===== config.mk =====
export PLATFORM = sky130hd
export DESIGN_NAME = tars_sequencer
export DESIGN_NICKNAME = d
export VERILOG_FILES = /design/src/hw/tars_pkg.sv /design/src/hw/tars_tenth_timer.sv /design/src/hw/tars_sequencer.sv
export VERILOG_INCLUDE_DIRS = /design/src /design/src/hw
export SDC_FILE = /design/constraint.sdc
export NUM_CORES = 1
export LEC_CHECK = 0
export BUFFER_PORTS_ARGS = -buffer_cell sky130_fd_sc_hd__buf_2
export CELL_PAD_IN_SITES_DETAIL_PLACEMENT = 1
export CELL_PAD_IN_SITES_GLOBAL_PLACEMENT = 1
export CORE_MARGIN = 2
export CORE_UTILIZATION = 35
export DETAILED_ROUTE_END_ITERATION = 10
export GPL_ROUTABILITY_DRIVEN = 0
export GPL_TIMING_DRIVEN = 0
export PLACE_DENSITY_LB_ADDON = 0.08
export SLEW_MARGIN = 0
export SYNTH_ARGS = -nofsm -noshare
export SYNTH_HDL_FRONTEND = slang
export SYNTH_HIERARCHICAL = 1
export SYNTH_SLANG_ARGS = --single-unit

===== constraint.sdc =====
create_clock -name clk_sys -period 7.6 [get_ports clk_sys]
set_input_delay 0.76 -clock clk_sys [delete_from_list [all_inputs] [get_ports clk_sys]]
set_output_delay 0.76 -clock clk_sys [all_outputs]
set_load 0.005 [all_outputs]

===== src/hw/tars_map.svh =====
`ifndef TARS_MAP_SVH
`define TARS_MAP_SVH

// System clock period and the tenth-second time base
`define TARS_CLK_PERIOD_NS        4
`define TARS_TENTH_NS             100000000
`define TARS_TENTH_CYCLES         (`TARS_TENTH_NS / `TARS_CLK_PERIOD_NS)

// Trip-free running period, lower bound, in seconds
`define TARS_TRIP_FREE_MIN_S      300
`define TARS_TENTHS_PER_S         10
`define TARS_FREE_DELAY_MULT      4

// Delay setting range, in tenths of a second
`define TARS_DELAY_MAX_TENTHS     13'h1770
`define TARS_DELAY_RST            13'h0000

// Attempt limit range and reset values
`define TARS_ATTEMPTS_MIN         4'h1
`define TARS_ATTEMPTS_MAX         4'hA
`define TARS_ATTEMPTS_RST         4'h5

// Trigger mask reset value
`define TARS_MASK_RST             16'h0000

`endif


===== src/hw/tars_pkg.sv =====
package tars_pkg;

    // Delay in tenths of a second, up to 600.0 s
    typedef logic [12:0] tars_tenths_t;
    // Attempt counts
    typedef logic [3:0]  tars_count_t;
    // Trip-free period in tenths, up to four times the longest delay
    typedef logic [14:0] tars_free_t;

    // Four 16-bit trigger words of one set
    typedef struct packed {
        logic [3:0][15:0] word;
    } tars_mask_s;

    // Delay pair of one trigger set
    typedef struct packed {
        tars_tenths_t initial_dly;
        tars_tenths_t between_dly;
    } tars_delay_s;

    // Status toward configuration side
    typedef struct packed {
        logic         pending;
        logic         restarting;
        tars_count_t  attempts_left;
        tars_tenths_t time_left;
    } tars_status_s;

    typedef enum logic [1:0] {
        st_idle,
        st_wait_clear,
        st_delay,
        st_lockout
    } tars_state_e;

endpackage


===== src/hw/tars_tenth_timer.sv =====
`include "tars_map.svh"

module tars_tenth_timer #(
    parameter int unsigned TICK_CYCLES = `TARS_TENTH_CYCLES
) (
    input  wire logic             clk_sys,
    input  wire logic             sys_rst,
    input  wire logic             load,
    input  wire tars_pkg::tars_tenths_t load_val,
    output logic                  tick,
    output tars_pkg::tars_tenths_t remain
);
    import tars_pkg::*;

    localparam int PW = $clog2(TICK_CYCLES + 1);
    localparam logic [PW-1:0] PRE_LAST = PW'(TICK_CYCLES - 1);

    logic [PW-1:0] pre_ff;
    logic [PW-1:0] nxt_pre;
    logic          tick_ff;
    logic          nxt_tick;
    tars_tenths_t  remain_ff;
    tars_tenths_t  nxt_remain;

    // Prescaler restarts on load so a delay is never cut short by a stale phase
    always_comb begin
        nxt_pre    = pre_ff + PW'(1);
        nxt_tick   = 1'b0;
        nxt_remain = remain_ff;
        if (load || pre_ff == PRE_LAST) begin
            nxt_pre = '0;
        end
        if (pre_ff == PRE_LAST && !load) begin
            nxt_tick = 1'b1;
        end
        if (load) begin
            nxt_remain = load_val;
        end else if (tick_ff && remain_ff != '0) begin
            nxt_remain = remain_ff - 13'h0001;
        end
    end

    // Register stage
    always_ff @(posedge clk_sys) begin
        if (sys_rst) begin
            pre_ff    <= '0;
            tick_ff   <= 1'b0;
            remain_ff <= `TARS_DELAY_RST;
        end else begin
            pre_ff    <= nxt_pre;
            tick_ff   <= nxt_tick;
            remain_ff <= nxt_remain;
        end
    end

    assign tick   = tick_ff;
    assign remain = remain_ff;

endmodule // tars_tenth_timer


===== src/hw/tars_sequencer.sv =====
// Contract
// Restarts are scheduled and issued only while the enable input is true.
// Attempt limit is settable from 1 to 10, default 5.
// With no attempts left, retrying stops until an external trip reset.
// Count clears after trip-free running of max(5 min, 4x set one between delay).
// Count clears on trip reset, run request removal or enable false.
// Set one trips use set one initial then between-attempt delay.
// Every restart delay is timed from all errors clearing.
// Delay settings span 0.0 to 600.0 s in tenth-second steps.
// Set-two-only trips use set two initial and between delays.
// Each set is four 16-bit masks, default zero, a bit enables a trip.
// A trip in both sets uses set one delays.
// Pending flag is high while a restart waits for its delay.
// Restart strobe is high for exactly one cycle.
// Attempts remaining is reported and reads 5 after reset.
// Remaining delay is reported in tenths while waiting.
// A running nonzero countdown ignores later delay setting changes.
// Each restart decrements attempts left; clearing reloads from the limit.
`include "tars_map.svh"

module tars_sequencer #(
    parameter int unsigned TICK_CYCLES = `TARS_TENTH_CYCLES
) (
    input  wire logic                  clk_sys,
    input  wire logic                  sys_rst,
    input  wire logic                  auto_enable,
    input  wire tars_pkg::tars_count_t attempts_limit,
    input  wire tars_pkg::tars_delay_s set_one_delay,
    input  wire tars_pkg::tars_delay_s set_two_delay,
    input  wire tars_pkg::tars_mask_s  set_one_trip_mask,
    input  wire tars_pkg::tars_mask_s  set_two_trip_mask,
    input  wire logic                  trip_active,
    input  wire logic [63:0]           trip_flags,
    input  wire logic                  error_present,
    input  wire logic                  run_request,
    input  wire logic                  trip_reset,
    output tars_pkg::tars_status_s     status
);
    import tars_pkg::*;

    // Clamp a delay setting to 600.0 s
    function automatic tars_tenths_t clamp_delay(input tars_tenths_t d);
        clamp_delay = (d > `TARS_DELAY_MAX_TENTHS) ? `TARS_DELAY_MAX_TENTHS : d;
    endfunction

    // Clamp the attempt limit into 1..10
    function automatic tars_count_t clamp_limit(input tars_count_t n);
        if (n < `TARS_ATTEMPTS_MIN) begin
            clamp_limit = `TARS_ATTEMPTS_MIN;
        end else if (n > `TARS_ATTEMPTS_MAX) begin
            clamp_limit = `TARS_ATTEMPTS_MAX;
        end else begin
            clamp_limit = n;
        end
    endfunction

    // Pick the delay for the attempt at hand
    function automatic tars_tenths_t pick_delay(input logic use_one,
                                                input logic first);
        tars_delay_s d;
        d = use_one ? set_one_delay : set_two_delay;
        pick_delay = clamp_delay(first ? d.initial_dly : d.between_dly);
    endfunction

    localparam tars_free_t FREE_MIN =
        15'(`TARS_TRIP_FREE_MIN_S * `TARS_TENTHS_PER_S);

    tars_state_e  state_ff;
    tars_state_e  nxt_state;
    logic         use_one_ff;
    logic         nxt_use_one;
    logic         first_ff;
    logic         nxt_first;
    logic         trip_q_ff;
    tars_free_t   free_ff;
    tars_free_t   nxt_free;
    tars_status_s status_ff;
    tars_status_s nxt_status;

    logic         tick;
    tars_tenths_t remain;
    logic         load;
    tars_tenths_t load_val;
    logic         restart;
    logic         hit_one;
    logic         hit_two;
    logic         abort;
    logic         free_done;
    logic         clear_count;
    tars_count_t  limit;
    tars_free_t   free_thresh;
    tars_free_t   free_scaled;

    // Tick prescaler and countdown; latched value keeps R16 by construction
    tars_tenth_timer #(
        .TICK_CYCLES (TICK_CYCLES)
    ) u_timer (
        .clk_sys  (clk_sys),
        .sys_rst  (sys_rst),
        .load     (load),
        .load_val (load_val),
        .tick     (tick),
        .remain   (remain)
    );

    // Trigger selection and clear conditions
    always_comb begin
        hit_one     = |(trip_flags & set_one_trip_mask.word);
        hit_two     = |(trip_flags & set_two_trip_mask.word);
        limit       = clamp_limit(attempts_limit);
        abort       = !auto_enable || !run_request || trip_reset;
        free_scaled = 15'(clamp_delay(set_one_delay.between_dly)) *
                      15'(`TARS_FREE_DELAY_MULT);
        free_thresh = (free_scaled > FREE_MIN) ? free_scaled : FREE_MIN;
        free_done   = free_ff >= free_thresh;
        clear_count = abort || free_done;
    end

    // Trip-free running timer, counted only while idle and running clean
    always_comb begin
        nxt_free = free_ff;
        if (state_ff != st_idle || !run_request || trip_active || abort) begin
            nxt_free = '0;
        end else if (tick && !free_done) begin
            nxt_free = free_ff + 15'h0001;
        end
    end

    // Sequencer state machine
    always_comb begin
        nxt_state   = state_ff;
        nxt_use_one = use_one_ff;
        nxt_first   = first_ff;
        load        = 1'b0;
        load_val    = '0;
        restart     = 1'b0;
        if (abort) begin
            nxt_state = st_idle;
        end else begin
            case (state_ff)
                st_idle: begin
                    // Only a fresh trip arms a restart, so a lingering
                    // trip after a strobe cannot re-arm by itself
                    if (trip_active && !trip_q_ff && (hit_one || hit_two)) begin
                        if (status_ff.attempts_left == '0) begin
                            nxt_state = st_lockout;
                        end else begin
                            nxt_use_one = hit_one;
                            nxt_first   = status_ff.attempts_left == limit;
                            nxt_state   = st_wait_clear;
                        end
                    end
                end
                st_wait_clear: begin
                    if (!error_present) begin
                        load      = 1'b1;
                        load_val  = pick_delay(use_one_ff, first_ff);
                        nxt_state = st_delay;
                    end
                end
                st_delay: begin
                    if (error_present) begin
                        nxt_state = st_wait_clear;
                    end else if (remain == '0) begin
                        restart   = 1'b1;
                        nxt_state = st_idle;
                    end
                end
                st_lockout: begin
                    nxt_state = st_lockout;
                end
                default: begin
                    nxt_state = st_idle;
                end
            endcase
        end
    end

    // Status outputs and attempt bookkeeping
    always_comb begin
        nxt_status            = status_ff;
        nxt_status.restarting = restart;
        nxt_status.pending    = nxt_state == st_wait_clear ||
                                nxt_state == st_delay;
        nxt_status.time_left  = (state_ff == st_delay) ? remain : '0;
        if (clear_count) begin
            nxt_status.attempts_left = limit;
        end else if (restart) begin
            nxt_status.attempts_left = status_ff.attempts_left - 4'h1;
        end
    end

    // Register stage
    always_ff @(posedge clk_sys) begin
        if (sys_rst) begin
            state_ff   <= st_idle;
            use_one_ff <= 1'b0;
            first_ff   <= 1'b0;
            trip_q_ff  <= 1'b0;
            free_ff    <= '0;
            status_ff  <= '{pending: 1'b0, restarting: 1'b0,
                           attempts_left: `TARS_ATTEMPTS_RST,
                           time_left: `TARS_DELAY_RST};
        end else begin
            state_ff   <= nxt_state;
            use_one_ff <= nxt_use_one;
            first_ff   <= nxt_first;
            trip_q_ff  <= trip_active;
            free_ff    <= nxt_free;
            status_ff  <= nxt_status;
        end
    end

    assign status = status_ff;
endmodule // tars_sequencer


# Word level (Yosys, flattened, before mapping)
# Index checks and enable logic that the tools add are counted.
# W data, S select, Z words.
# totals
register_bits	78
in_bits	255
output_inout_bits	19
elab_cells	95
# classes
add_sub_neg	4
order_cmp	6
eq_ne	7
mux	29
n_bitwise	5
reduce_logical	32
# op_table
op	n
$and A64 B64 Y64	2
$reduce_or A64 Y1	2
$mux W13	8
$gt A13 B13 Y1 const B	2
$mux W26	1
$add A25 B1 Y25 const B	1
$eq A25 B25 Y1 const B	1
$mux W4	4
$add A15 B1 Y15 const B	1
$ge A15 B15 Y1	1
$gt A15 B12 Y1 const B	1
$mux W15	1
$logic_not A13 Y1	1
$reduce_bool A13 Y1	1
$sub A13 B1 Y13 const B	1
$mux W2	6
$logic_or A1 B1 Y1	9
$mux W1	8
$pmux W2 S4	1
$eq A2 B2 Y1 const B	3
$reduce_bool A2 Y1	3
$reduce_or A2 Y1	3
$logic_and A1 B1 Y1	5
$logic_not A1 Y1	5
9 further kinds	12

# Logic depth before layout (Yosys ltp)
# Gate-level depths: netlist (run 1).
# logic_depth
ltp_word	9
depth_mapped	15
mapped_depth_nobuf	13

# Cells and area by module
# Netlist (run 1), hierarchy kept.
# by_module_without_submodules
module	n_inst	cells_per_inst	area_each_um2	seq_area_each_um2
tars_sequencer	1	364	3201.8	780.7
tars_tenth_timer	1	234	2009.4	780.7

# Least setup slack after synthesis (run 1)
# No wires, ideal clock.
# synth_timing
path_kind	input port to flip-flop
from	input port set_one_delay[3] (netlist bit)
to	register free_ff[1]
setup_ps	128
t_arrival_ps	4115
required_ps	7472
path_slack_ps	3357
stages	15
n_path_buf	2
path_cell_list	a41o_1 a41o_1 a2111oi_1 inv_1 and3_1 ha_1 nand2_1 a31o_2 a2111oi_0 o21ai_0 nand3_1 buf_2 buf_2 mux2i_1 nor2_1
# synth_via
elab_chain_cells	7
# synth_rtl
element	line	text
start: declaration	tars_sequencer.sv:28	input wire tars_pkg::tars_delay_s set_one_delay,
$gt A13 B13 Y1 (no line)	n/a	
$mux W13 *	tars_sequencer.sv:43	clamp_delay = (d > `TARS_DELAY_MAX_TENTHS) ? `TARS_DELAY_MAX_TENTHS : d;
$gt A15 B12 Y1	tars_sequencer.sv:114	free_thresh = (free_scaled > FREE_MIN) ? free_scaled : FREE_MIN;
$mux W15 *	tars_sequencer.sv:114	
$ge A15 B15 Y1 *	tars_sequencer.sv:115	free_done = free_ff >= free_thresh;
$logic_not A1 Y1 *	tars_sequencer.sv:124	end else if (tick && !free_done) begin
$logic_and A1 B1 Y1 *	tars_sequencer.sv:124	
end signal: assignment	tars_sequencer.sv:209	free_ff <= nxt_free;
end: declaration	tars_sequencer.sv:75	tars_free_t free_ff;
# Every way passes the cells marked *; elsewhere a longest branch is shown, timed or not.
# A chain may end at the register's enable or synchronous reset.

# Final worst setup path (run 1)
# layout_timing
from	input port set_one_delay[4] (netlist bit)
to	register free_ff[1]
# The elaborated chain is that of the path after synthesis.

==> impl_metrics.env, run 1 <==
export IMPL_worstPathMaxFanout=10
export IMPL_crit_top_cell="buf_2"
export IMPL_clock_root_buffer="clkbuf_16"
export IMPL_finalMaxSlewViolations=0
export IMPL_die_height_microns=126
export IMPL_boundaryPins=274
export IMPL_min_to="u_timer/pre_ff[0]$_SDFF_PP0_"
export IMPL_num_nets_final=1155
export IMPL_yosysSeqAreaShare=0.300
export IMPL_ir_drop_uv=104
export IMPL_clk_latency_ns=0.35
export IMPL_hold_class="flip-flop to flip-flop"
export IMPL_io_buffers=272
export IMPL_worstSetupStartpointType="input port"
export IMPL_ys_top_cells_by_area="dfxtp_1, mux4_2, a221oi_1, a22o_1, ha_1"
export IMPL_area_delta_synth_final_pct=36.7
export IMPL_post_cts_buffers=0
export IMPL_synth_top_area_cell="dfxtp_1"
export IMPL_grt_pass1_wl_microns=41100
export IMPL_clk_path_buf_depth=2
export IMPL_power_share_clock=0.425
export IMPL_synth_edf_count=0
export IMPL_grt_pass1_vias=6592
export IMPL_hold_viol_final=0
export IMPL_viasPerCell=6.05
export IMPL_core_area_sq_um=14500
export IMPL_max_freq_mhz=204
export IMPL_hold_buffers=0
export IMPL_p_per_area_nw_per_um2=148
export IMPL_detail_route_wirelength_microns=28500
export IMPL_switchingPower_uw=296
export IMPL_post_dp_hpwl_microns=24600
export IMPL_num_vias=6537
export IMPL_reg2reg_slack_ns=4.58
export IMPL_track_usage=0.352
export IMPL_synthArstFlopShare=0
export IMPL_cpLargestDelayFamily="compound AO/OA/AOI/OAI gates"
export IMPL_r2r_end="free_ff[1]$_SDFFE_PP0P_"
export IMPL_cp_arrival_ns=5.12
export IMPL_dieArea_sq_um=15900
export IMPL_die_x_microns=126
export IMPL_path_class="input port to flip-flop"
export IMPL_yosysMostFrequentCell="dfxtp_1"
export IMPL_path_clk_slew_ns=0.06
export IMPL_endpoint_kind="flip-flop"
export IMPL_cap_violations=0
export IMPL_grt_remaining_overflow=0
export IMPL_grt_max_degree=15
export IMPL_setup_viol=0
export IMPL_combPwrFrac=0.178
export IMPL_slew_headroom=0.283
export IMPL_postRouteAntennaNets=0
export IMPL_antenna_found_initial=10
export IMPL_wire_per_inst_microns=26.4
export IMPL_crit_chain="buf_2 -> a41o_1 -> a41o_1 -> a2111oi_1 -> inv_1 -> and3_1 -> ha_1 -> nand2_1 -> a31o_2 -> a2111oi_0 -> o21ai_0 -> nand3_1 -> buf_2 -> buf_2 -> mux2i_1 -> nor2_1"
export IMPL_r2r_cells=11
export IMPL_fp_row_count=44
export IMPL_leakage_nw=2.99
export IMPL_final_util=0.490
export IMPL_cts_resized=0
export IMPL_rr_startpoint="free_ff[2]$_SDFFE_PP0P_"
export IMPL_start_util=0.359
export IMPL_avgSynthCellArea_sq_um=8.71
export IMPL_crit_cells=16
export IMPL_status="completed"
export IMPL_worstHoldStart="u_timer/pre_ff[0]$_SDFF_PP0_"
export IMPL_post_route_period_util=0.645
export IMPL_setup_tns_ns=0
export IMPL_drive_gt1_frac=0.367
export IMPL_tightest_slew_ns=1.07
export IMPL_first_iter_violations=612
export IMPL_ys_flop_type="dfxtp_1"
export IMPL_hold_path_cell_count=1
export IMPL_rsz0062_at_grt="no"
export IMPL_syn_cell_area_sq_um=5210
export IMPL_cts_made_buffers=9
export IMPL_yosys_warnings=6
export IMPL_skew_ns=0.00671
export IMPL_synth_top_area_share=0.300
export IMPL_htreeDepth=3
export IMPL_post_route_drc_count=0
export IMPL_seqPwrFrac=0.398
export IMPL_cts_tree="done"
export IMPL_worstPathBufferInverterCount=4
export IMPL_fill_cells=1865
export IMPL_post_route_min_period_ns=4.90
export IMPL_drt_pass1_iter_count=5
export IMPL_syn_nets=872
export IMPL_syn_inst=598
export IMPL_sw_frac_of_total=0.281
export IMPL_synth_distinct_cells=66
export IMPL_synthTopCellsByCount="dfxtp_1, nor2_1, a21oi_1, nand2_1, a221oi_1"
export IMPL_slowest_stage="a2111oi_1"
export IMPL_synth_seq_cells=78
export IMPL_crit_required_ns=7.82
export IMPL_cp_slowest_stage_delay_ns=0.95
export IMPL_internal_power_uw=756
export IMPL_cts_sinks=78
per-stage QoR:
stage	hold slack, ns	instances	power [mW]	worst slack, ns	instance area [sq um]
2_1_floorplan	0.441	598	0.489	3.36	5210
3_3_place_gp	0.460	1054	0.605	2.39	6800
3_5_place_dp	0.475	1054	0.610	2.37	6800
4_1_cts	0.488	1070	1.05	2.72	7100
5_1_grt	0.514	1075	1.08	2.41	7110
6_report	0.489	1081	1.05	2.70	7120
power groups by stage:
stage	Sequential (mW)	Clock, mW	Combinational (mW)
floorplan	0.426	0	0.0635
global placement	0.427	0	0.178
detailed placement	0.427	0	0.183
CTS	0.418	0.450	0.184
global route	0.419	0.461	0.198
finish	0.418	0.446	0.187
flip-flops by register name, summed over array words and instances (netlist names):
signal	flops
first_ff	1
free_ff	15
state_ff	2
status	19
trip_q_ff	1
u_timer/pre_ff	25
u_timer/remain	13
u_timer/tick	1
use_one_ff	1
logic make-up (layout without fill, tap and decap cells):
logic type               after synthesis  after routing  share of synthesized area
flip-flops                            78             78                      0.300
buffers and inverters                 44            332                     0.0358
multiplexers                          19             19                     0.0682
adder cells (fa/ha/maj)               19             19                     0.0456
XOR/XNOR                              23             23                     0.0387
other                                  0             11                          0
AO/OA/AOI/OAI                        186            186                      0.263
AND/OR/NAND/NOR                      229            229                      0.249
layout make-up:
class / instances / area, sq um / area share
Sequential cell: 78 / 1560 / 0.219
Clock buffer: 11 / 233 / 0.0327
Antenna cell: 11 / 27.5 / 0.00386
Multi-Input combinational cell: 476 / 3460 / 0.486
Timing Repair Buffer: 272 / 1360 / 0.191
Buffer: 20 / 96.3 / 0.0135
Tap cell: 184 / 230 / 0.0323
Clock inverter: 5 / 60.1 / 0.00843
Inverter: 24 / 90.1 / 0.0126
metal layers:
metal	track usage	up-vias	routed length [microns]
li1	-	2935	-
met5	0	-	0
met3	0.102	84	2520
met1	0.397	3173	10400
met4	0.245	0	1980
met2	0.572	345	13600
layout by cell type (no fill, tap or decap), types with 3 or more instances in the layout:
cell type / count
a21oi_1: 42
and2_1: 22
or3_1: 16
diode_2: 11
nor4_1: 7
xnor2_1: 16
or2_2: 6
buf_2: 277
and3_1: 6
mux2i_1: 4
xor2_1: 7
nand2b_1: 3
a21o_1: 4
clkbuf_1: 14
mux4_2: 13
or4_1: 24
a22o_1: 28
nand4_1: 19
o31ai_1: 15
dfxtp_1: 78
o21ai_0: 18
nand3_1: 10
a221oi_1: 30
a22oi_1: 8
nor2b_1: 4
ha_1: 19
nor3_1: 12
a211oi_1: 5
nand2_1: 35
nor2_1: 46
clkbuf_16: 9
o21a_1: 8
inv_1: 24
a311oi_1: 5
how the worst max path moves through the flow:
stage / from / endpoint / slack [ns]
after floorplan: set_one_delay[3] / free_ff[1]$_SDFFE_PP0P_ / 3.36
after global placement: set_one_delay[3] / free_ff[1]$_SDFFE_PP0P_ / 2.39
after detailed placement: set_one_delay[3] / free_ff[1]$_SDFFE_PP0P_ / 2.37
after CTS: set_one_delay[3] / free_ff[1]$_SDFFE_PP0P_ / 2.72
after global routing: set_one_delay[3] / free_ff[1]$_SDFFE_PP0P_ / 2.41
final: set_one_delay[4] / free_ff[1]$_SDFFE_PP0P_ / 2.70
Note: power is estimated with default switching activity, not from simulation.
==> run 2: changes to the inputs <==
--- a/config.mk
+++ b/config.mk
@@ -6,11 +6,12 @@
 export SDC_FILE = /design/constraint.sdc
 export NUM_CORES = 1
 export LEC_CHECK = 0
+export ABC_AREA = 1
 export BUFFER_PORTS_ARGS = -buffer_cell sky130_fd_sc_hd__buf_2
 export CELL_PAD_IN_SITES_DETAIL_PLACEMENT = 1
 export CELL_PAD_IN_SITES_GLOBAL_PLACEMENT = 1
 export CORE_MARGIN = 2
-export CORE_UTILIZATION = 35
+export CORE_UTILIZATION = 28
 export DETAILED_ROUTE_END_ITERATION = 10
 export GPL_ROUTABILITY_DRIVEN = 0
 export GPL_TIMING_DRIVEN = 0
==> constraint.sdc (replaced) <==
create_clock -name clk_sys -period 3.9 [get_ports clk_sys]
set_input_delay 0.39 -clock clk_sys [delete_from_list [all_inputs] [get_ports clk_sys]]
set_output_delay 0.39 -clock clk_sys [all_outputs]
set_load 0.005 [all_outputs]
==> impl_metrics.env, run 2 <==
export IMPL_status="completed"
export IMPL_synth_distinct_cells=40
export IMPL_path_clk_slew_ns=0.06
export IMPL_ys_top_cells_by_area="dfxtp_1, nand2_1, nor2_1, inv_1, ha_1"
export IMPL_wire_per_inst_microns=14.6
export IMPL_leakage_nw=4.18
export IMPL_tightest_slew_ns=0.740
export IMPL_internal_power_mw=1.44
export IMPL_cap_violations=0
export IMPL_worstPathBufferInverterCount=2
export IMPL_num_vias=7553
export IMPL_grt_max_degree=15
export IMPL_cts_resized=0
export IMPL_core_area_sq_um=21700
export IMPL_num_nets_final=1635
export IMPL_clock_root_buffer="clkbuf_16"
export IMPL_synth_edf_count=0
export IMPL_power_share_clock=0.408
export IMPL_track_usage=0.207
export IMPL_cp_slowest_stage_delay_ns=0.32
export IMPL_r2r_cells=7
export IMPL_worstSetupStartpointType="input port"
export IMPL_start_util=0.284
export IMPL_hold_class="input port to flip-flop"
export IMPL_syn_inst=1077
export IMPL_worstPathMaxFanout=10
export IMPL_post_route_period_util=0.759
export IMPL_viasPerCell=4.59
export IMPL_cp_arrival_ns=3.23
export IMPL_grt_pass1_vias=7977
export IMPL_finalMaxSlewViolations=0
export IMPL_synth_top_area_share=0.253
export IMPL_cpLargestDelayFamily="simple AND/OR/NAND/NOR gates"
export IMPL_setup_viol=0
export IMPL_seqPwrFrac=0.400
export IMPL_first_iter_violations=313
export IMPL_crit_top_cell="nor2_1"
export IMPL_synth_top_area_cell="dfxtp_1"
export IMPL_avgSynthCellArea_sq_um=5.73
export IMPL_clk_path_buf_depth=2
export IMPL_holdWs_ns=0.322
export IMPL_sw_frac_of_total=0.292
export IMPL_syn_nets=1351
export IMPL_hold_viol_final=0
export IMPL_fp_row_count=54
export IMPL_crit_required_ns=4.17
export IMPL_die_x_microns=152
export IMPL_final_common_cell="nand2_1"
export IMPL_detail_route_wirelength_microns=24000
export IMPL_slew_headroom=0.502
export IMPL_postRouteAntennaNets=0
export IMPL_combPwrFrac=0.192
export IMPL_clk_latency_ns=0.34
export IMPL_boundaryPins=274
export IMPL_final_cell_mix="nand2_1, buf_2, nor2_1"
export IMPL_dieArea_sq_um=23200
export IMPL_hold_path_cell_count=3
export IMPL_die_height_microns=152
export IMPL_ir_drop_uv=187
export IMPL_post_dp_hpwl_microns=20800
export IMPL_synthTopCellsByCount="nand2_1, nor2_1, inv_1, dfxtp_1, nand3_1"
export IMPL_post_route_drc_count=0
export IMPL_drive_gt1_frac=0.255
export IMPL_max_freq_mhz=338
export IMPL_cts_sinks=78
export IMPL_crit_chain="buf_2 -> nand3_1 -> nor3_2 -> o21ai_1 -> nand2_1 -> nand2_4 -> nand2_2 -> nand3_2 -> nor2_4 -> nand2_2 -> nand2_2 -> nor2_1 -> ha_1 -> nand2_1 -> nor2_1 -> nand2_1 -> nor2_1 -> a21oi_2 -> nand4_1 -> nor2_1 -> nand3_1 -> nand2_1 -> inv_1 -> nor2_1"
export IMPL_io_buffers=273
export IMPL_slowest_stage="nor2_1"
export IMPL_drt_pass1_iter_count=6
export IMPL_p_per_area_nw_per_um2=248
export IMPL_hold_buffers=0
export IMPL_ys_flop_type="dfxtp_1"
export IMPL_switchingPower_uw=593
export IMPL_rsz0062_at_grt="no"
export IMPL_synth_seq_cells=78
export IMPL_yosysMostFrequentCell="nand2_1"
export IMPL_synthArstFlopShare=0
export IMPL_area_delta_synth_final_pct=32.5
export IMPL_htreeDepth=3
export IMPL_grt_remaining_overflow=0
export IMPL_cts_tree="done"
export IMPL_crit_cells=24
export IMPL_post_route_min_period_ns=2.96
export IMPL_antenna_found_initial=2
export IMPL_skew_ns=0.0103
export IMPL_path_class="input port to flip-flop"
export IMPL_largest_reg_flops=25
export IMPL_yosysSeqAreaShare=0.253
export IMPL_endpoint_kind="flip-flop"
export IMPL_syn_cell_area_sq_um=6170
export IMPL_setup_tns_ns=0
export IMPL_top_register="u_timer/pre_ff"
export IMPL_yosys_warnings=6
export IMPL_grt_pass1_wl_microns=39200
export IMPL_post_cts_buffers=0
export IMPL_cts_made_buffers=9
run 2: changes by cell type after synthesis, moves of 13 or more:
cell | previous run | this run
o21ai_1 | 1 | 23
or4_1 | 24 | 0
a221oi_1 | 30 | 0
inv_1 | 24 | 103
nor2_1 | 46 | 224
and2_1 | 22 | 0
nand3_1 | 10 | 42
a22o_1 | 28 | 0
mux4_2 | 13 | 0
o31ai_1 | 15 | 0
nand2_1 | 35 | 388
or3_1 | 16 | 0
run 2: tightest hold or removal path, stage by stage:
cell	delay, ns
buf_2	0.10
inv_1	0.06
nor2_1	0.08
run 2: kinds of logic after synthesis:
| kind of cell | after synthesis | share of synthesized area |
|---|---|---|
| simple gates | 727 | 0.497 |
| xor+xnor | 24 | 0.0341 |
| buf+inv | 130 | 0.0881 |
| fa+ha+maj | 20 | 0.0402 |
| flops | 78 | 0.253 |
| compound gates | 98 | 0.0874 |
run 2: stage by stage:
stage,setup slack (ns),std cells,cell area (sq um),utilization,total power [mW]
global route,0.462,1647,8170,0.377,2.15
finish,0.940,1647,8170,0.377,2.03
floorplan,1.24,1077,6170,-,1.01
detailed placement,0.589,1630,7880,0.364,1.23
global placement,0.629,1630,7880,0.364,1.22
CTS,0.946,1646,8170,0.377,2.07
run 2: per-layer routing:
layer | GRT usage | vias to the layer above | routed length, microns
met4 | 0.0767 | 2 | 726
met3 | 0.0458 | 30 | 1350
met1 | 0.239 | 3368 | 10200
li1 | - | 3945 | -
met2 | 0.375 | 208 | 11700
met5 | 0 | - | 11
run 2: layout make-up:
type | instances | area [sq um]
Tap cell | 280 | 350
Inverter | 116 | 440
Fill cell | 3035 | 13500
Sequential cell | 78 | 1560
Clock buffer | 10 | 239
Timing Repair Buffer | 273 | 1370
Antenna cell | 1 | 2.50
Clock inverter | 6 | 45.0
Multi-Input combinational cell | 869 | 4060
Buffer | 14 | 103
run 2: power groups by stage:
stage                     clock network (mW)  logic [mW]  registers, mW
final                                  0.827       0.390          0.812
after global routing                   0.891       0.444          0.813
after CTS                              0.857       0.397          0.812
after detailed placement                   0       0.395          0.830
after global placement                     0       0.390          0.830
after floorplan                            0       0.184          0.829
run 2: worst paths after layout:
| kind | from | to | slack [ns] |
|---|---|---|---|
| worst max-delay path | set_one_delay[9] | free_ff[8]$_SDFFE_PP0P_ | 0.94 |
| worst min-delay path | trip_active | trip_q_ff$_SDFF_PP0_ | 0.32 |
| worst max register to register | u_timer/remain[9]$_SDFFE_PP0P_ | status[13]$_SDFFE_PP1P_ | 1.67 |
| worst min register to register | u_timer/pre_ff[0]$_SDFF_PP0_ | u_timer/pre_ff[0]$_SDFF_PP0_ | 0.46 |
==> run 3: changes to the inputs <==
--- a/config.mk
+++ b/config.mk
@@ -6,12 +6,12 @@
 export SDC_FILE = /design/constraint.sdc
 export NUM_CORES = 1
 export LEC_CHECK = 0
-export ABC_AREA = 1
+export ABC_AREA = 0
 export BUFFER_PORTS_ARGS = -buffer_cell sky130_fd_sc_hd__buf_2
 export CELL_PAD_IN_SITES_DETAIL_PLACEMENT = 1
 export CELL_PAD_IN_SITES_GLOBAL_PLACEMENT = 1
 export CORE_MARGIN = 2
-export CORE_UTILIZATION = 28
+export CORE_UTILIZATION = 32
 export DETAILED_ROUTE_END_ITERATION = 10
 export GPL_ROUTABILITY_DRIVEN = 0
 export GPL_TIMING_DRIVEN = 0
==> constraint.sdc (replaced) <==
create_clock -name clk_sys -period 3.05 [get_ports clk_sys]
set_input_delay 0.305 -clock clk_sys [delete_from_list [all_inputs] [get_ports clk_sys]]
set_output_delay 0.305 -clock clk_sys [all_outputs]
set_load 0.005 [all_outputs]
==> impl_metrics.env, run 3 (same netlist as run 1, synthesis figures left out) <==
export IMPL_status="finished with violations"
export IMPL_violations="negative setup slack"
export IMPL_fp_row_count=46
export IMPL_cts_sinks=78
export IMPL_hold_buffers=0
export IMPL_cap_violations=0
export IMPL_fin_area_sq_um=7560
export IMPL_worstPathBufferInverterCount=3
export IMPL_fill_cells=2005
export IMPL_final_util=0.476
export IMPL_rsz0062_at_grt="yes"
export IMPL_start_util=0.328
export IMPL_dpl_instance_area_sq_um=6900
export IMPL_crit_chain="buf_8 -> or4_4 -> a41oi_2 -> nor2_2 -> o21ai_2 -> buf_6 -> a21oi_2 -> ha_1 -> o211ai_1 -> a31o_4 -> a2111oi_4 -> o21ai_2 -> nand3_4 -> buf_6 -> or4_4 -> a21oi_2"
export IMPL_track_usage=0.332
export IMPL_first_iter_violations=435
export IMPL_cts_made_buffers=9
export IMPL_final_common_cell="buf_2"
export IMPL_area_delta_synth_final_pct=45.1
export IMPL_post_dp_hpwl_microns=25200
export IMPL_cp_slowest_stage_delay_ns=0.54
export IMPL_wire_per_inst_microns=26.6
export IMPL_path_class="input port to flip-flop"
export IMPL_boundaryPins=274
export IMPL_post_route_min_period_ns=3.24
export IMPL_num_vias=6645
export IMPL_skew_ns=0.00712
export IMPL_cts_tree="done"
export IMPL_die_height_microns=132
export IMPL_clk_path_buf_depth=2
export IMPL_slew_headroom=0.258
export IMPL_clk_latency_ns=0.34
export IMPL_antenna_found_initial=5
export IMPL_drive_gt1_frac=0.407
export IMPL_drt_pass1_iter_count=5
export IMPL_routed_top_layer="met4"
export IMPL_final_cell_mix="buf_2, dfxtp_1, nor2_1"
export IMPL_io_buffers=272
export IMPL_viasPerCell=5.95
export IMPL_hold_class="input port to flip-flop"
export IMPL_wl_met2_microns=14700
export IMPL_wl_met1_microns=11200
export IMPL_setup_viol=15
export IMPL_num_nets_final=1166
export IMPL_total_power_mw=2.71
export IMPL_die_x_microns=132
export IMPL_grt_pass1_wl_microns=42700
export IMPL_setup_ws_ns=-0.190
export IMPL_grt_max_degree=15
export IMPL_postRouteAntennaNets=0
export IMPL_path_clk_slew_ns=0.06
export IMPL_top_register="u_timer/pre_ff"
export IMPL_endpoint_kind="flip-flop"
export IMPL_core_area_sq_um=15900
export IMPL_slowest_stage="or4_4"
export IMPL_cpLargestDelayFamily="simple AND/OR/NAND/NOR gates"
export IMPL_holdWs_ns=0.233
export IMPL_met3_length_microns=2600
export IMPL_htreeDepth=3
export IMPL_largest_reg_flops=25
export IMPL_crit_required_ns=3.32
export IMPL_grt_pass1_vias=6793
export IMPL_p_per_area_nw_per_um2=358
export IMPL_post_route_drc_count=0
export IMPL_ir_drop_uv=274
export IMPL_detail_route_wirelength_microns=29700
export IMPL_setup_tns_ns=-1.25
export IMPL_leakage_nw=3.11
export IMPL_dieArea_sq_um=17300
export IMPL_grt_remaining_overflow=0
export IMPL_cp_arrival_ns=3.51
export IMPL_tightest_slew_ns=1.11
export IMPL_clock_root_buffer="clkbuf_16"
export IMPL_max_freq_mhz=309
export IMPL_worstSetupStartpointType="input port"
export IMPL_finalMaxSlewViolations=0
export IMPL_hold_viol_final=0
export IMPL_post_route_period_util=1.06
export IMPL_worstPathMaxFanout=7
-- run 3: final timing paths --
| kind | end | cells past startpoint | slack [ns] | start |
|---|---|---|---|---|
| worst max-delay path | free_ff[11]$_SDFFE_PP0P_ | 16 | -0.19 | set_one_delay[0] |
| worst min-delay path | trip_q_ff$_SDFF_PP0_ | 2 | 0.23 | trip_active |
| worst max register to register | u_timer/remain[2]$_SDFFE_PP0P_ | 10 | 0.22 | use_one_ff$_SDFFE_PP0P_ |
| worst min register to register | u_timer/pre_ff[22]$_SDFF_PP0_ | 2 | 0.49 | u_timer/pre_ff[22]$_SDFF_PP0_ |
-- run 3: final cells by class --
| type | count | area, sq um | area share |
|---|---|---|---|
| Tap cell | 216 | 270 | 0.0357 |
| Antenna cell | 4 | 10.0 | 0.00132 |
| Inverter | 24 | 90.1 | 0.0119 |
| Sequential cell | 78 | 1560 | 0.207 |
| Timing Repair Buffer | 283 | 1490 | 0.197 |
| Clock buffer | 9 | 225 | 0.0298 |
| Buffer | 20 | 119 | 0.0157 |
| Multi-Input combinational cell | 476 | 3700 | 0.490 |
| Clock inverter | 6 | 87.6 | 0.0116 |
-- run 3: metal layers --
metal | GRT usage | vias up
li1 | - | 2948
met1 | 0.398 | 3290
met2 | 0.577 | 348
met3 | 0.0791 | 59
met4 | 0.120 | 0
met5 | 0 | -
-- run 3: repair_timing --
| action | in CTS | in global routing |
|---|---|---|
| endpoints found under the setup margin | 18 | 18 |
| resized for setup | 26 | 24 |
| cloned | 1 | 0 |
| pin swaps | 23 | 11 |
| setup buffers | 10 | 1 |
-- run 3: stage by stage --
| stage | setup slack, ns | std cells |
|---|---|---|
| floorplan | -0.0709 | 598 |
| global placement | -0.637 | 1086 |
| detailed placement | -0.739 | 1086 |
| CTS | -0.0720 | 1112 |
| global route | -0.283 | 1114 |
| finish | -0.190 | 1116 |
-- run 3: power by group --
| part | switching (mW) | internal (mW) | total, mW |
|---|---|---|---|
| sequential | 0.0122 | 1.03 | 1.04 |
| combinational | 0.270 | 0.235 | 0.505 |
| clock | 0.449 | 0.711 | 1.16 |
